**src/hb_ctrl_pkg.sv**
```systemverilog
// Shared constants, register map and types for the half-bridge control block
package hb_ctrl_pkg;

  localparam logic [7:0] ADDR_CTRL = 8'h00;
  localparam logic [7:0] ADDR_CFG = 8'h04;
  localparam logic [7:0] ADDR_CMD = 8'h08;
  localparam logic [7:0] ADDR_STATUS = 8'h0C;

  // Control word fields (bridge_override_reg)
  localparam int CTRL_DIS_POS = 0;
  localparam int CTRL_LVL_POS = 1;
  localparam logic [1:0] CTRL_RST = 2'h0;

  // Configuration word fields (config_bank_c / config_bank_d merged)
  localparam int CFG_SLEW_POS = 0;
  localparam int CFG_LIMIT_POS = 3;
  localparam int CFG_OFFT_POS = 6;
  localparam int CFG_SPREAD_POS = 8;
  localparam int CFG_DSEL_POS = 9;
  localparam int CFG_LSEL_POS = 10;
  localparam logic [10:0] CFG_RST = 11'h000;

  // Command word fields
  localparam int CMD_KEY_POS = 0;
  localparam int CMD_CLR_POS = 8;
  localparam logic [7:0] UNLOCK_KEY = 8'hA5;
  localparam logic [7:0] LOCK_KEY = 8'h5A;

  localparam int STAT_CMP_POS = 0;
  localparam int STAT_UNLOCK_POS = 1;
  localparam int STAT_STATE_POS = 2;

  // Timing
  localparam int CLK_MHZ = 100;
  localparam int OFF_TIME_HW_US = 30;
  localparam int OFF_TIME_MIN_US = 20;
  localparam int OFF_TIME_STEP_US = 10;
  localparam int BLANK_TIME_NS = 2000;
  localparam int DEAD_TIME_NS = 100;
  localparam int DEAD_CYC = (DEAD_TIME_NS * CLK_MHZ + 999) / 1000;
  localparam int BLANK_CYC = (BLANK_TIME_NS * CLK_MHZ + 999) / 1000;
  localparam int OFF_HW_CYC = OFF_TIME_HW_US * CLK_MHZ;
  localparam int SPREAD_PCT = 12;
  localparam int SPREAD_KHZ = 1300;
  localparam int SPREAD_HALF_CYC = (CLK_MHZ * 1000) / (SPREAD_KHZ * 2);
  localparam int SPREAD_STEPS = 2 * SPREAD_PCT;
  localparam logic [2:0] LIMIT_OFF = 3'h0;

  typedef enum logic [1:0] {
    ST_SLEEP = 2'b00,
    ST_STANDBY = 2'b01,
    ST_ACTIVE = 2'b11
  } dev_state_t;

  typedef enum logic [1:0] {
    GATE_OFF = 2'b00,
    GATE_LOW = 2'b01,
    GATE_DEAD = 2'b11,
    GATE_HIGH = 2'b10
  } gate_state_t;

  typedef struct packed {
    logic hs_on;
    logic ls_on;
    logic out_en;
    logic mirror_en;
  } bridge_drive_t;

endpackage : hb_ctrl_pkg

```
**src/hb_ctrl.sv**
```systemverilog
// Half-bridge control logic with register override, slew select and fixed off-time regulation
// Operation
// Sleep if sleep_bar low; standby if disabled; else drive output per level.
// Undriven pins default sleep_bar low, level low, disable high: output Hi-Z.
// Dead time inserted on every high/low side switchover; no external timing.
// Mirror output carries current only while high side fully on.
// Override bits act only after unlock key written to command register.
// Effective input is pin OR override when select 0, AND when 1.
// Only the sleep_bar pin enters sleep; no register path to sleep.
// Slew selector: six pin levels hardwired, eight register settings serial.
// Hardwired slew pin sampled at initialization only, later changes ignored.
// Serial slew setting write accepted any time, effective at once.
// Serial spread clock modulates oscillator +/-12 percent, triangular near 1.3 MHz; code steps every 2 cycles, 96-cycle period, about 1.04 MHz.
// Sense above selected reference forces output low for one off time.
// Off time 30 us hardwired; serial 20 to 50 us by selector.
// Regulation acts only while high side commanded on and sensing valid.
// Any input change during off time ends it; output follows inputs.
// Comparator ignored while output slewing.
// Comparator masked for blank time after leaving low-side recirculation.
// Limit code 0 disables; 1..7 select references; pin omits codes 2, 3.
// Hardwired limit pin transparent, changes take effect immediately.
// Serial limit setting write accepted any time, effective immediately.
// Limit comparator flag set in status, no fault pin, held until clear.
// Inputs accept static levels or PWM, continuous or switched drive.
// Off time and blank time timed by counters from selected durations.
// Comparator and slew-done inputs synchronized before use.
//
// Added by the designer: the register addresses and the Wishbone register port.
`timescale 1ns/1ps
`default_nettype none

module hb_ctrl
  import hb_ctrl_pkg::*;
#(
  parameter bit SERIAL_VARIANT = 1'b1,
  parameter int OFF_HW_CYCLES = OFF_HW_CYC,
  parameter int OFF_STEP_CYCLES = OFF_TIME_STEP_US * CLK_MHZ,
  parameter int OFF_MIN_CYCLES = OFF_TIME_MIN_US * CLK_MHZ
) (
  input wire logic clk_i,
  input wire logic rst_i,
  // Wishbone classic slave
  input wire logic wb_cyc_i,
  input wire logic wb_stb_i,
  input wire logic wb_we_i,
  input wire logic [7:0] wb_adr_i,
  input wire logic [3:0] wb_sel_i,
  input wire logic [31:0] wb_dat_i,
  output logic [31:0] wb_dat_o,
  output logic wb_ack_o,
  // Control pins, already resolved with their default pulls
  input wire logic sleep_bar_i,
  input wire logic output_disable_i,
  input wire logic level_cmd_i,
  input wire logic [2:0] slew_pin_i,
  input wire logic [2:0] current_limit_level_i,
  // Analog feedback
  input wire logic limit_cmp_i,
  input wire logic slew_done_i,
  // Bridge outputs
  output logic hs_gate_o,
  output logic ls_gate_o,
  output logic out_drive_en_o,
  output logic current_mirror_en_o,
  output logic [2:0] slew_sel_o,
  output logic [2:0] limit_sel_o,
  output logic [4:0] osc_trim_o,
  output logic fault_flag_n_o
);

  localparam int OFF_W = 16;
  localparam int BLK_W = 12;

  // Three-stage pin synchronizers
  logic [2:0] sleep_sync_ff;
  logic [2:0] dis_sync_ff;
  logic [2:0] lvl_sync_ff;
  logic [2:0] cmp_sync_ff;
  logic [2:0] done_sync_ff;
  logic sleep_q_ff;
  logic dis_q_ff;
  logic lvl_q_ff;
  logic cmp_q_ff;
  logic done_q_ff;

  function automatic logic settle(input logic [2:0] s, input logic prev);
    settle = (s[1] == s[2]) ? s[2] : prev;
  endfunction : settle

  always_ff @(posedge clk_i) begin
    if (rst_i) begin
      sleep_sync_ff <= 3'h0;
      dis_sync_ff <= 3'h7;
      lvl_sync_ff <= 3'h0;
      cmp_sync_ff <= 3'h0;
      done_sync_ff <= 3'h0;
      sleep_q_ff <= 1'b0;
      dis_q_ff <= 1'b1;
      lvl_q_ff <= 1'b0;
      cmp_q_ff <= 1'b0;
      done_q_ff <= 1'b0;
    end else begin
      sleep_sync_ff <= {sleep_sync_ff[1:0], sleep_bar_i};
      dis_sync_ff <= {dis_sync_ff[1:0], output_disable_i};
      lvl_sync_ff <= {lvl_sync_ff[1:0], level_cmd_i};
      cmp_sync_ff <= {cmp_sync_ff[1:0], limit_cmp_i};
      done_sync_ff <= {done_sync_ff[1:0], slew_done_i};
      sleep_q_ff <= settle(sleep_sync_ff, sleep_q_ff);
      dis_q_ff <= settle(dis_sync_ff, dis_q_ff);
      lvl_q_ff <= settle(lvl_sync_ff, lvl_q_ff);
      cmp_q_ff <= settle(cmp_sync_ff, cmp_q_ff);
      done_q_ff <= settle(done_sync_ff, done_q_ff);
    end
  end

  // Register file
  logic [1:0] ctrl_ff;
  logic [10:0] cfg_ff;
  logic unlock_ff;
  logic cmp_flag_ff;
  logic init_ff;
  logic [2:0] slew_latch_ff;
  logic wb_hit;
  logic wr_cmd;
  logic clr_req;
  logic cmp_event;
  dev_state_t state_ff;

  assign wb_hit = wb_cyc_i && wb_stb_i && !wb_ack_o;
  assign wr_cmd = wb_hit && wb_we_i && (wb_adr_i == ADDR_CMD) && SERIAL_VARIANT;
  assign clr_req = wr_cmd && wb_sel_i[1] && wb_dat_i[CMD_CLR_POS];

  always_ff @(posedge clk_i) begin
    if (rst_i) begin
      wb_ack_o <= 1'b0;
    end else begin
      wb_ack_o <= wb_hit;
    end
  end

  always_ff @(posedge clk_i) begin
    if (rst_i) begin
      ctrl_ff <= CTRL_RST;
      cfg_ff <= CFG_RST;
    end else if (wb_hit && wb_we_i && SERIAL_VARIANT) begin
      if (wb_adr_i == ADDR_CTRL && wb_sel_i[0]) begin
        ctrl_ff <= wb_dat_i[1:0];
      end
      if (wb_adr_i == ADDR_CFG) begin
        if (wb_sel_i[0]) begin
          cfg_ff[7:0] <= wb_dat_i[7:0];
        end
        if (wb_sel_i[1]) begin
          cfg_ff[10:8] <= wb_dat_i[10:8];
        end
      end
    end
  end

  always_ff @(posedge clk_i) begin
    if (rst_i) begin
      unlock_ff <= 1'b0;
    end else if (wr_cmd && wb_sel_i[0]) begin
      if (wb_dat_i[7:0] == UNLOCK_KEY) begin
        unlock_ff <= 1'b1;
      end else if (wb_dat_i[7:0] == LOCK_KEY) begin
        unlock_ff <= 1'b0;
      end
    end
  end

  always_ff @(posedge clk_i) begin
    if (rst_i) begin
      wb_dat_o <= 32'h0000_0000;
    end else if (wb_hit && !wb_we_i) begin
      unique case (wb_adr_i)
        ADDR_CTRL: wb_dat_o <= {30'h0, ctrl_ff};
        ADDR_CFG: wb_dat_o <= {21'h0, cfg_ff};
        ADDR_STATUS: wb_dat_o <= {28'h0, state_ff, unlock_ff, cmp_flag_ff};
        default: wb_dat_o <= 32'h0000_0000;
      endcase
    end
  end

  // Effective inputs; sleep has no register path
  logic eff_dis;
  logic eff_lvl;
  logic ovr_dis;
  logic ovr_lvl;

  function automatic logic combine(input logic pin, input logic bit_v, input logic sel);
    combine = sel ? (pin & bit_v) : (pin | bit_v);
  endfunction : combine

  always_comb begin
    ovr_dis = 1'b0;
    ovr_lvl = 1'b0;
    eff_dis = dis_q_ff;
    eff_lvl = lvl_q_ff;
    if (SERIAL_VARIANT && unlock_ff) begin
      ovr_dis = ctrl_ff[CTRL_DIS_POS];
      ovr_lvl = ctrl_ff[CTRL_LVL_POS];
      eff_dis = combine(dis_q_ff, ovr_dis, cfg_ff[CFG_DSEL_POS]);
      eff_lvl = combine(lvl_q_ff, ovr_lvl, cfg_ff[CFG_LSEL_POS]);
    end
  end

  always_ff @(posedge clk_i) begin
    if (rst_i) begin
      state_ff <= ST_SLEEP;
    end else if (!sleep_q_ff) begin
      state_ff <= ST_SLEEP;
    end else if (eff_dis) begin
      state_ff <= ST_STANDBY;
    end else begin
      state_ff <= ST_ACTIVE;
    end
  end

  // Initialization latch of the hardwired slew pin on reset or wake
  always_ff @(posedge clk_i) begin
    if (rst_i) begin
      init_ff <= 1'b1;
      slew_latch_ff <= 3'h0;
    end else if (state_ff == ST_SLEEP) begin
      init_ff <= 1'b1;
    end else if (init_ff) begin
      init_ff <= 1'b0;
      slew_latch_ff <= (slew_pin_i > 3'h5) ? 3'h5 : slew_pin_i;
    end
  end

  // Regulation: off-time, blanking and dead-time counters
  logic [2:0] limit_eff;
  logic [OFF_W-1:0] off_cnt_ff;
  logic [BLK_W-1:0] blank_cnt_ff;
  logic [7:0] dead_cnt_ff;
  logic off_act_ff;
  logic [1:0] cmd_prev_ff;
  logic cmd_change;
  logic hs_cmd;
  logic sense_ok;
  gate_state_t gate_ff;
  logic want_high;

  function automatic logic [2:0] pin_limit(input logic [2:0] p);
    pin_limit = (p == 3'h2 || p == 3'h3) ? 3'h4 : p;
  endfunction : pin_limit

  function automatic logic [OFF_W-1:0] off_len(input logic [1:0] sel);
    if (SERIAL_VARIANT) begin
      off_len = OFF_W'(OFF_MIN_CYCLES + int'(sel) * OFF_STEP_CYCLES);
    end else begin
      off_len = OFF_W'(OFF_HW_CYCLES);
    end
  endfunction : off_len

  assign limit_eff = SERIAL_VARIANT ? cfg_ff[CFG_LIMIT_POS +: 3] : pin_limit(current_limit_level_i);
  assign cmd_change = {eff_dis, eff_lvl} != cmd_prev_ff;
  assign hs_cmd = (state_ff == ST_ACTIVE) && eff_lvl;
  assign sense_ok = (gate_ff == GATE_HIGH) && done_q_ff && (blank_cnt_ff == '0);
  assign cmp_event = hs_cmd && sense_ok && (limit_eff != LIMIT_OFF) && cmp_q_ff;
  assign want_high = hs_cmd && !off_act_ff;

  always_ff @(posedge clk_i) begin
    if (rst_i) begin
      cmd_prev_ff <= 2'b10;
      off_act_ff <= 1'b0;
      off_cnt_ff <= '0;
    end else begin
      cmd_prev_ff <= {eff_dis, eff_lvl};
      if (cmd_change || !hs_cmd) begin
        off_act_ff <= 1'b0;
        off_cnt_ff <= '0;
      end else if (off_act_ff) begin
        off_cnt_ff <= off_cnt_ff - OFF_W'(1);
        if (off_cnt_ff == OFF_W'(1)) begin
          off_act_ff <= 1'b0;
        end
      end else if (cmp_event) begin
        off_act_ff <= 1'b1;
        off_cnt_ff <= off_len(cfg_ff[CFG_OFFT_POS +: 2]);
      end
    end
  end

  // Gate sequencing with dead time on each side change
  always_ff @(posedge clk_i) begin
    if (rst_i) begin
      gate_ff <= GATE_OFF;
      dead_cnt_ff <= '0;
      blank_cnt_ff <= '0;
    end else begin
      if (gate_ff == GATE_HIGH && blank_cnt_ff != '0) begin
        blank_cnt_ff <= blank_cnt_ff - BLK_W'(1);
      end
      unique case (gate_ff)
        GATE_OFF: begin
          if (state_ff == ST_ACTIVE) begin
            gate_ff <= GATE_DEAD;
            dead_cnt_ff <= 8'(DEAD_CYC);
          end
        end
        GATE_LOW: begin
          if (state_ff != ST_ACTIVE) begin
            gate_ff <= GATE_OFF;
          end else if (want_high) begin
            gate_ff <= GATE_DEAD;
            dead_cnt_ff <= 8'(DEAD_CYC);
            blank_cnt_ff <= BLK_W'(BLANK_CYC);
          end
        end
        GATE_HIGH: begin
          if (state_ff != ST_ACTIVE) begin
            gate_ff <= GATE_OFF;
          end else if (!want_high) begin
            gate_ff <= GATE_DEAD;
            dead_cnt_ff <= 8'(DEAD_CYC);
          end
        end
        GATE_DEAD: begin
          if (state_ff != ST_ACTIVE) begin
            gate_ff <= GATE_OFF;
          end else if (dead_cnt_ff > 8'h01) begin
            dead_cnt_ff <= dead_cnt_ff - 8'h01;
          end else begin
            gate_ff <= want_high ? GATE_HIGH : GATE_LOW;
          end
        end
      endcase
    end
  end

  // Sticky comparator flag; set wins over clear, sleep clears
  always_ff @(posedge clk_i) begin
    if (rst_i) begin
      cmp_flag_ff <= 1'b0;
    end else if (cmp_event && SERIAL_VARIANT) begin
      cmp_flag_ff <= 1'b1;
    end else if (clr_req || state_ff == ST_SLEEP) begin
      cmp_flag_ff <= 1'b0;
    end
  end

  // Spread spectrum trim: triangle over +/- SPREAD_PCT steps
  logic [7:0] spread_div_ff;
  logic [4:0] tri_ff;
  logic tri_up_ff;

  always_ff @(posedge clk_i) begin
    if (rst_i || !SERIAL_VARIANT || !cfg_ff[CFG_SPREAD_POS]) begin
      spread_div_ff <= '0;
      tri_ff <= 5'(SPREAD_PCT);
      tri_up_ff <= 1'b1;
    end else if (spread_div_ff >= 8'(SPREAD_HALF_CYC / SPREAD_STEPS)) begin
      spread_div_ff <= '0;
      if (tri_up_ff) begin
        tri_ff <= tri_ff + 5'h01;
        tri_up_ff <= tri_ff < 5'(SPREAD_STEPS - 1);
      end else begin
        tri_ff <= tri_ff - 5'h01;
        tri_up_ff <= tri_ff <= 5'h01;
      end
    end else begin
      spread_div_ff <= spread_div_ff + 8'h01;
    end
  end

  // Registered outputs
  bridge_drive_t drv;

  always_comb begin
    drv.hs_on = (gate_ff == GATE_HIGH) && (state_ff == ST_ACTIVE);
    drv.ls_on = (gate_ff == GATE_LOW) && (state_ff == ST_ACTIVE);
    drv.out_en = state_ff == ST_ACTIVE;
    drv.mirror_en = drv.hs_on && done_q_ff;
  end

  always_ff @(posedge clk_i) begin
    if (rst_i) begin
      hs_gate_o <= 1'b0;
      ls_gate_o <= 1'b0;
      out_drive_en_o <= 1'b0;
      current_mirror_en_o <= 1'b0;
      slew_sel_o <= 3'h0;
      limit_sel_o <= 3'h0;
      osc_trim_o <= 5'(SPREAD_PCT);
      fault_flag_n_o <= 1'b1;
    end else begin
      hs_gate_o <= drv.hs_on;
      ls_gate_o <= drv.ls_on;
      out_drive_en_o <= drv.out_en;
      current_mirror_en_o <= drv.mirror_en;
      slew_sel_o <= SERIAL_VARIANT ? cfg_ff[CFG_SLEW_POS +: 3] : slew_latch_ff;
      limit_sel_o <= limit_eff;
      osc_trim_o <= tri_ff;
      fault_flag_n_o <= 1'b1;
    end
  end

endmodule : hb_ctrl
`default_nettype wire

```
**config.mk**
```make
export PLATFORM = sky130hd
export DESIGN_NAME = hb_ctrl
export DESIGN_NICKNAME = d
export VERILOG_FILES = /design/src/hb_ctrl_pkg.sv /design/src/hb_ctrl.sv
export SDC_FILE = /design/constraint.sdc
export NUM_CORES = 1
export LEC_CHECK = 0
export BUFFER_PORTS_ARGS = -buffer_cell sky130_fd_sc_hd__buf_2
export CAP_MARGIN = 20
export CORE_MARGIN = 5
export CORE_UTILIZATION = 59
export CTS_CLUSTER_DIAMETER = 80
export DETAILED_ROUTE_END_ITERATION = 10
export GPL_TIMING_DRIVEN = 0
export PLACE_DENSITY = 0.94
export SLEW_MARGIN = 10
export SYNTH_ARGS = -nofsm -noshare
export SYNTH_HDL_FRONTEND = slang
export SYNTH_SLANG_ARGS = --single-unit
```
**constraint.sdc**
```tcl
create_clock -name clk_i -period 3.95 [get_ports clk_i]
set_input_delay 0.1975 -clock clk_i [delete_from_list [all_inputs] [get_ports clk_i]]
set_output_delay 0.1975 -clock clk_i [all_outputs]
set_load 0.005 [all_outputs]
```
---- Word level (Yosys, flattened, before mapping) ----
Cells that the tools add are included.
word-level totals
  logic and storage cells ................. 162
  output and inout bits ................... 49
  flip-flop bits (word level) ............. 140
operators by class
  reductions and logical operators ........ 46
  bitwise gates (word level) .............. 5
  magnitude comparators ................... 4
  multiplexer cells ....................... 38
  eq/ne operators ......................... 27
  multiply operators ...................... 1
  add/sub/neg operators ................... 7
operator list
  kind                    count
  $mux 8                  7
  $mux 12                 4
  $pmux 11 s3             1
  $mux 16                 2
  $pmux 8 s4              1
  $logic_and 1x1->1       20
  $mux 2                  9
  $eq 16x1->1 const B     1
  $eq 8x4->1 const B      2
  $ne 2x2->1 const B      8
  $sub 16x1->16 const B   1
  $add 11x12->13 const A  1
  $logic_not 12->1        1
  $mux 1                  12
  $reduce_bool 12->1      1
  $sub 12x1->12 const B   1
  $mul 2x7->9 const B     1
  $add 8x1->8 const B     1
  $eq 8x3->1 const B      1
  $eq 8x7->1 const B      1
  $eq 8x8->1 const B      1
  $ge 8x1->1 const B      1
  $gt 8x1->1 const B      1
  $logic_not 8->1         1
  other kinds (26)        48

---- Depth between registers and ports, before layout ----
Gate-level depths: netlist of the first run.
  word-level depth ........................ 9
  mapped depth ............................ 9
  gate-level depth less buffers ........... 8

---- Worst setup path after synthesis of the first run ----
Ideal clock, no wire load.
  path kind ............................... reg-to-reg
  start ................................... reg gate_ff[0]
  end ..................................... reg blank_cnt_ff[11]
  required time ........................... 3.827 ns
  period minus slack after synthesis ...... 1.942 ns
  setup slack ............................. 2.008 ns
  stages on the path, launching flop included .. 9
  arrival ................................. 1.819 ns
  cells stage by stage .................... dfxtp_1 inv_1 ha_1 inv_1 a31oi_1 nand4_1 nor4_1 xnor2_1 nor2_1
on the way
  longest elaborated chain between the ends .. 6
  elaborated cells on any way between the ends .. 7
  those cells by class .................... eq/ne: 2; mux: 4; reduce/logical: 1
ends and longest elaborated chain
  item                    line            source
  start, declared         hb_ctrl.sv:243  gate_state_t gate_ff;
  start signal, assigned  hb_ctrl.sv:327  gate_ff <= want_high ? GATE_HIGH : GATE_LOW;
  $eq 2x2->1              hb_ctrl.sv:294  if (gate_ff == GATE_HIGH && blank_cnt_ff != '0) begin
  $logic_and 1x1->1       hb_ctrl.sv:294
  $mux 12                 hb_ctrl.sv:294
  $mux 12                 hb_ctrl.sv:307  end else if (want_high) begin
  $mux 12                 hb_ctrl.sv:305  if (state_ff != ST_ACTIVE) begin
  $mux 12 (*)             hb_ctrl.sv:297  unique case (gate_ff)
  end signal, assigned    hb_ctrl.sv:295  blank_cnt_ff <= blank_cnt_ff - BLK_W'(1);
  end signal, assigned    hb_ctrl.sv:310  blank_cnt_ff <= BLK_W'(BLANK_CYC);
  end, declared           hb_ctrl.sv:236  logic [BLK_W-1:0] blank_cnt_ff;
Mark *: on every way between the ends. The rest lies on a longest branch, timed or not.
A chain may end at the register's enable or synchronous reset.

---- Worst setup path after layout of the first run ----
  start ................................... reg blank_cnt_ff[0]
  end ..................................... reg off_cnt_ff[9]
on the way
  longest elaborated chain between the ends .. 6
ends and longest elaborated chain
  item                                line            source
  $logic_not 12->1                    hb_ctrl.sv:261  assign sense_ok = (gate_ff == GATE_HIGH) && done_q_ff && (blank_cnt_ff == '0);
  $logic_and 1x1->1                   hb_ctrl.sv:261
  $logic_and 1x1->1 (3 in a row)      hb_ctrl.sv:262  assign cmp_event = hs_cmd && sense_ok && (limit_eff != LIMIT_OFF) && cmp_q_ff;
  $reduce_bool 2->1 (no source line)  n/a
  end signal, assigned                hb_ctrl.sv:276  off_cnt_ff <= off_cnt_ff - OFF_W'(1);
  end signal, assigned                hb_ctrl.sv:282  off_cnt_ff <= off_len(cfg_ff[CFG_OFFT_POS +: 2]);
  end, declared                       hb_ctrl.sv:235  logic [OFF_W-1:0] off_cnt_ff;
Every way passes these cells.

==> results of run 1 <==
-- cells by family after synthesis --
group	after synthesis	synth area share, %
flops	119	44.8
fa+ha+maj	22	5.18
mux	19	3.60
buf+inv	61	5.91
simple gates	255	24.6
other cells	2	0.141
compound gates	102	12.8
xor+xnor	18	2.97
-- layer usage --
metal | up-vias | global-route usage, % | wire, µm
met5 | - | 0 | 0
met4 | 0 | 12.9 | 484
met3 | 57 | 6.47 | 1060
met2 | 271 | 47.2 | 7460
met1 | 2299 | 30.2 | 5540
li1 | 2264 | - | -
-- power by group --
part	internal, µW	total, µW	switching, µW
registers	1210	1220	6.84
logic	62.0	143	80.7
clock network	1010	1580	566
total	2290	2940	654
-- registers in the layout (all words and copies together), names as in the netlist, 5 cells and up --
signal	flops
osc_trim_o	5
dead_cnt_ff	8
cfg_ff	11
tri_ff	5
blank_cnt_ff	12
off_cnt_ff	16
wb_dat_o	11
spread_div_ff	8
-- layout make-up --
cell class              count  area share (%)
flip-flops and latches    119            36.2
multi-input cells         443            41.2
well taps                 108            2.05
inverters                  20            1.14
repair buffers             71            6.61
clock inverters            11            2.24
clock buffers              21            6.97
plain buffers              41            3.63
-- stage by stage --
stage	setup WS [ns]	cells	instance area [µm²]	hold WS, ns	utilization [%]
3_5_place_dp	1.65	786	5820	0.390	66.4
2_1_floorplan	2.01	623	5410	0.301	-
3_3_place_gp	1.73	786	5820	0.387	66.4
5_1_grt	1.24	834	6580	0.0482	75.1
4_1_cts	1.59	834	6580	0.0261	75.1
6_report	1.54	834	6580	0.0361	75.1
-- Yosys cell counts, types with 6 or more instances --
master      n
a21oi_1    42
nor4_1     12
or2_2       7
dfxtp_1   119
o21ai_1     6
nor3_1     24
ha_1       22
and2_1      8
nor2_1     77
nand2_1    40
buf_4      22
a211oi_1    6
nand4_1     9
inv_1      19
nor2b_1    25
clkbuf_1   12
mux2i_1    18
or3_1       6
a31oi_1     7
xnor2_1    13
nand3_1    21
o21ai_0    17
-- worst paths after layout --
check	to	depth (start not counted)	slack (ns)
setup / recovery	off_cnt_ff[9]$_SDFFE_PP0P_	9	1.54
hold / removal	wb_ack_o$_SDFF_PP0_	3	0.04
setup reg to reg	off_cnt_ff[9]$_SDFFE_PP0P_	9	1.54
hold reg to reg	dis_sync_ff[1]$_SDFF_PP1_	1	0.41
-- critical path: cells and delay by family, from the launching register on --
family / cells / cell delay, ns
AO/OA/AOI/OAI: 2 / 0.42
adder cells (fa/ha/maj): 1 / 0.15
buffers and inverters: 2 / 0.45
flip-flops: 1 / 0.34
AND/OR/NAND/NOR: 4 / 0.98
==> results_dict.tcl, run 1 <==
set metrics [dict create \
    first_pass_iters 5 \
    io_buffers 55 \
    path_class "reg -> reg" \
    clockRootBuffer "clkbuf_8" \
    power_density_nw_per_um2 446 \
    drv_slew 0 \
    path_max_fanout 8 \
    rsz0062_at_grt "no" \
    post_synth_main_area_contributors "dfxtp_1 45%, nor2_1 5.4%, ha_1 5.2%, a21oi_1 4.0%, mux2i_1 3.4%" \
    clkSinkCount 119 \
    crit_arrival_ns 2.87 \
    drtAntennaViolNets 0 \
    final_common_cell "dfxtp_1" \
    cp_common_cell "and2_1" \
    cts.hold.buffers_added 16 \
    required_ns 4.41 \
    grt_overflow 0 \
    min-delay-start "wb_stb_i" \
    setup_violations 0 \
    power_leakage_uw 0.00265 \
    grtUsageTotal_pct 26.8 \
    relSlewSlack_pct 53.5 \
    nFillCells 564 \
    syn-cell-area_um2 5310 \
    drc_errors 0 \
    drive_gt1_share_pct 17.8 \
    skew_ns 0.00596 \
    period_share_pct 61.1 \
    multi_input_area_um2 2710 \
    postCtsSetupBuffers 0 \
    cap_violations 0 \
    mostFrequentLayoutCells "119 x dfxtp_1, 77 x nor2_1, 57 x buf_2, 42 x a21oi_1, 40 x nand2_1" \
    clk_latency_ns 0.53 \
    fin_setup_tns_ns 0 \
    worstHoldPathType "in -> reg" \
    synth.avg_cell_area_um2 8.88 \
    ff_latch_area_um2 2380 \
    synth_ff_type "dfxtp_1" \
    power_uw 2940 \
    cts_tree "yes" \
    rows 34 \
    clockBufferDepth 2 \
    ys_types 61 \
    gp_congestion 0.945 \
    fin_nets 795 \
    crit_chain "inv_1 -> ha_1 -> nor4b_1 -> and3_1 -> and2_1 -> and2_1 -> clkbuf_1 -> o21ai_0 -> a31oi_1" \
    die_h_um 105 \
    status "completed" \
    cp_slowest_stage_delay_ns 0.34 \
    hold_violations 0 \
    ctsResizeCount 0 \
    grt_max_degree 17 \
    ir_worst_vdd_v 0.000363 \
    n_antenna_cell 0 \
    drt_iter0_drc 452 \
    dp_hpwl_um 9140 \
    endpoint_kind "flop" \
    synth_edf_count 0 \
    drt_wl_total_um 14500 \
    die-area_um2 11000 \
    yosysWarnings 0 \
    synthCells 598 \
    clock.fmax_mhz 415 \
    cts-buffers-inserted 17 \
    clkTransAtPathRegs_ns 0.06 \
    worstSetupStartpointType "flop" \
    wl_per_cell_um 17.4 \
    async_flop_share_pct 0 \
    ys_seq_area_share_pct 44.8 \
    vias 4891 \
    yosysTopAreaCell "dfxtp_1" \
    ctsHtreeMaxLevel 4 \
    slowest_stage "dfxtp_1" \
    viasPerCell 5.86 \
    ys_ff_latch 119 \
    r2r_start "blank_cnt_ff[0]$_SDFF_PP0_" \
    tightest_slew_ns 0.697 \
    min_period_ns 2.41 \
    start_util_pct 60.6 \
    grt_first_pass_wirelength_um 24100 \
    top_level_ports 109 \
    core_area_um2 8760 \
    antenna_found_initial 0 \
    grt_pass1_vias 5029 \
    synth_top_area_share_pct 44.8 \
    area_delta_synth_final_pct 23.9 \
    dieWidth_um 105 \
    cp-startpoint "blank_cnt_ff[0]$_SDFF_PP0_" \
]
Note: power is estimated with default switching activity, not from simulation.
==> run 2: changes to the inputs <==
CORE_UTILIZATION = 49   (was 59)
PLACE_DENSITY = 0.84   (was 0.94)
clock period = 2.14 ns   (was 3.95 ns; I/O delays follow)
==> results_dict.tcl, run 2 (synthesis results as in run 1) <==
set metrics [dict create \
    status "completed" \
    worstSetupStartpointType "flop" \
    r2r_slack_ns 0.07 \
    ff_latch_area_um2 2380 \
    core_area_um2 10700 \
    worstHoldEndpoint "cfg_ff[8]$_SDFFE_PP0P_" \
    largest-register "off_cnt_ff" \
    io_buffers 55 \
    drtAntennaViolNets 0 \
    multi_input_area_um2 2810 \
    clockRootBuffer "clkbuf_8" \
    place_ws_ns -0.147 \
    vias 4712 \
    grt_max_degree 17 \
    endpoint_kind "flop" \
    setup_slack_ns 0.0736 \
    power_leakage_uw 0.00270 \
    drt_iter0_drc 359 \
    crit_arrival_ns 2.49 \
    drt_wl_total_um 13200 \
    viasPerCell 5.40 \
    area_delta_synth_final_pct 26.6 \
    clkSinkCount 119 \
    grt_pass1_vias 4747 \
    drv_slew 0 \
    n_antenna_cell 0 \
    antenna_found_initial 0 \
    die-area_um2 13000 \
    relSlewSlack_pct 57.0 \
    clk_latency_ns 0.52 \
    wl_per_cell_um 15.1 \
    grt_first_pass_wirelength_um 21800 \
    cap_violations 0 \
    worstHoldPathType "in -> reg" \
    grtUsageTotal_pct 20.5 \
    required_ns 2.56 \
    largestRegisters "off_cnt_ff x16, blank_cnt_ff x12" \
    path_max_fanout 8 \
    start_util_pct 49.4 \
    period_share_pct 96.6 \
    gp_congestion 0.837 \
    top_level_ports 109 \
    dieWidth_um 114 \
    final_common_cell "dfxtp_1" \
    r2r_start "dead_cnt_ff[0]$_SDFFE_PP0P_" \
    dp_hpwl_um 8520 \
    mostFrequentLayoutCells "118 x dfxtp_1, 76 x nor2_1, 57 x buf_2, 41 x a21oi_1, 40 x nand2_1" \
    clkTransAtPathRegs_ns 0.06 \
    hold_depth 4 \
    rows 38 \
    largest_reg_flops 16 \
    path_class "reg -> reg" \
    min_period_ns 2.07 \
    first_pass_iters 7 \
    hold_violations 0 \
    drive_gt1_share_pct 20.2 \
    power_density_nw_per_um2 761 \
    clock.fmax_mhz 484 \
    skew_ns 0.00702 \
    fin_nets 801 \
    clockBufferDepth 2 \
    ctsHtreeMaxLevel 4 \
    worst_hold_slack_ns 0.0328 \
    cts_tree "yes" \
    grt_overflow 0 \
    nFillCells 846 \
    drc_errors 0 \
    cts-buffers-inserted 17 \
    tightest_slew_ns 0.645 \
    reg2regPathDepth 8 \
    ir_worst_vdd_v 0.000573 \
    die_h_um 114 \
    setup_violations 0 \
    min-delay-start "wb_adr_i[3]" \
    timing.rr.end "dead_cnt_ff[0]$_SDFFE_PP0P_" \
]
## run 2: where the power goes
part	switching [µW]	internal, µW
clock network	1050	1540
logic	146	122
registers	12.3	2240
## run 2: final cells by class
class                           instances  area share [%]
Timing Repair Buffer                   78            7.37
Sequential cell                       119            35.4
Tap cell                              140            2.61
Clock inverter                         14            1.90
Buffer                                 40            3.61
Clock buffer                           18            6.22
Inverter                               20            1.12
Multi-Input combinational cell        443            41.7
## run 2: how the worst max path moves through the flow
stage | from | to | slack (ns)
final | dead_cnt_ff[0]$_SDFFE_PP0P_ | dead_cnt_ff[0]$_SDFFE_PP0P_ | 0.07
after global routing | gate_ff[0]$_SDFFE_PP0P_ | blank_cnt_ff[11]$_SDFF_PP0_ | -0.04
after CTS | gate_ff[0]$_SDFFE_PP0P_ | blank_cnt_ff[11]$_SDFF_PP0_ | -0.05
after detailed placement | gate_ff[0]$_SDFFE_PP0P_ | blank_cnt_ff[11]$_SDFF_PP0_ | -0.15
after global placement | gate_ff[0]$_SDFFE_PP0P_ | blank_cnt_ff[11]$_SDFF_PP0_ | -0.09
after floorplan | gate_ff[0]$_SDFFE_PP0P_ | blank_cnt_ff[11]$_SDFF_PP0_ | 0.20
## run 2: critical path, stage by stage, from the launching register on
cell	delay [ns]
dfxtp_2	0.37
inv_1	0.05
ha_1	0.26
nor2_4	0.20
o41ai_4	0.11
a21oi_2	0.17
a21bo_4	0.28
or3_1	0.36
a21oi_1	0.17
## run 2: repair_timing
action / 4_1_cts / 5_1_grt
pin swaps: 0 / 3
setup endpoints to repair: 18 / 27
resized for setup: 6 / 18
setup buffers: 0 / 4
endpoints found under the hold margin: 21 / 0
hold buffers: 19 / 0
## run 2: metal layers
| layer | global-route usage [%] | vias up | part of all wire (%) |
|---|---|---|---|
| met5 | 0 | - | 0 |
| met4 | 7.52 | 0 | 1.8 |
| met3 | 6.29 | 27 | 6.7 |
| met2 | 36.1 | 190 | 50 |
| met1 | 23.4 | 2216 | 41 |
| li1 | - | 2279 | - |
## run 2: metrics by stage
step | cells | instance area [µm²] | utilization (%) | TNS (ns) | power (µW)
3_5_place_dp | 818 | 5860 | 54.5 | -0.901 | 2520
4_1_cts | 868 | 6610 | 61.5 | -0.0463 | 5120
5_1_grt | 872 | 6720 | 62.6 | -0.0707 | 5290
2_1_floorplan | 623 | 5410 | - | 0 | 2450
3_3_place_gp | 818 | 5860 | 54.5 | -0.129 | 2510
6_report | 872 | 6720 | 62.6 | 0 | 5120
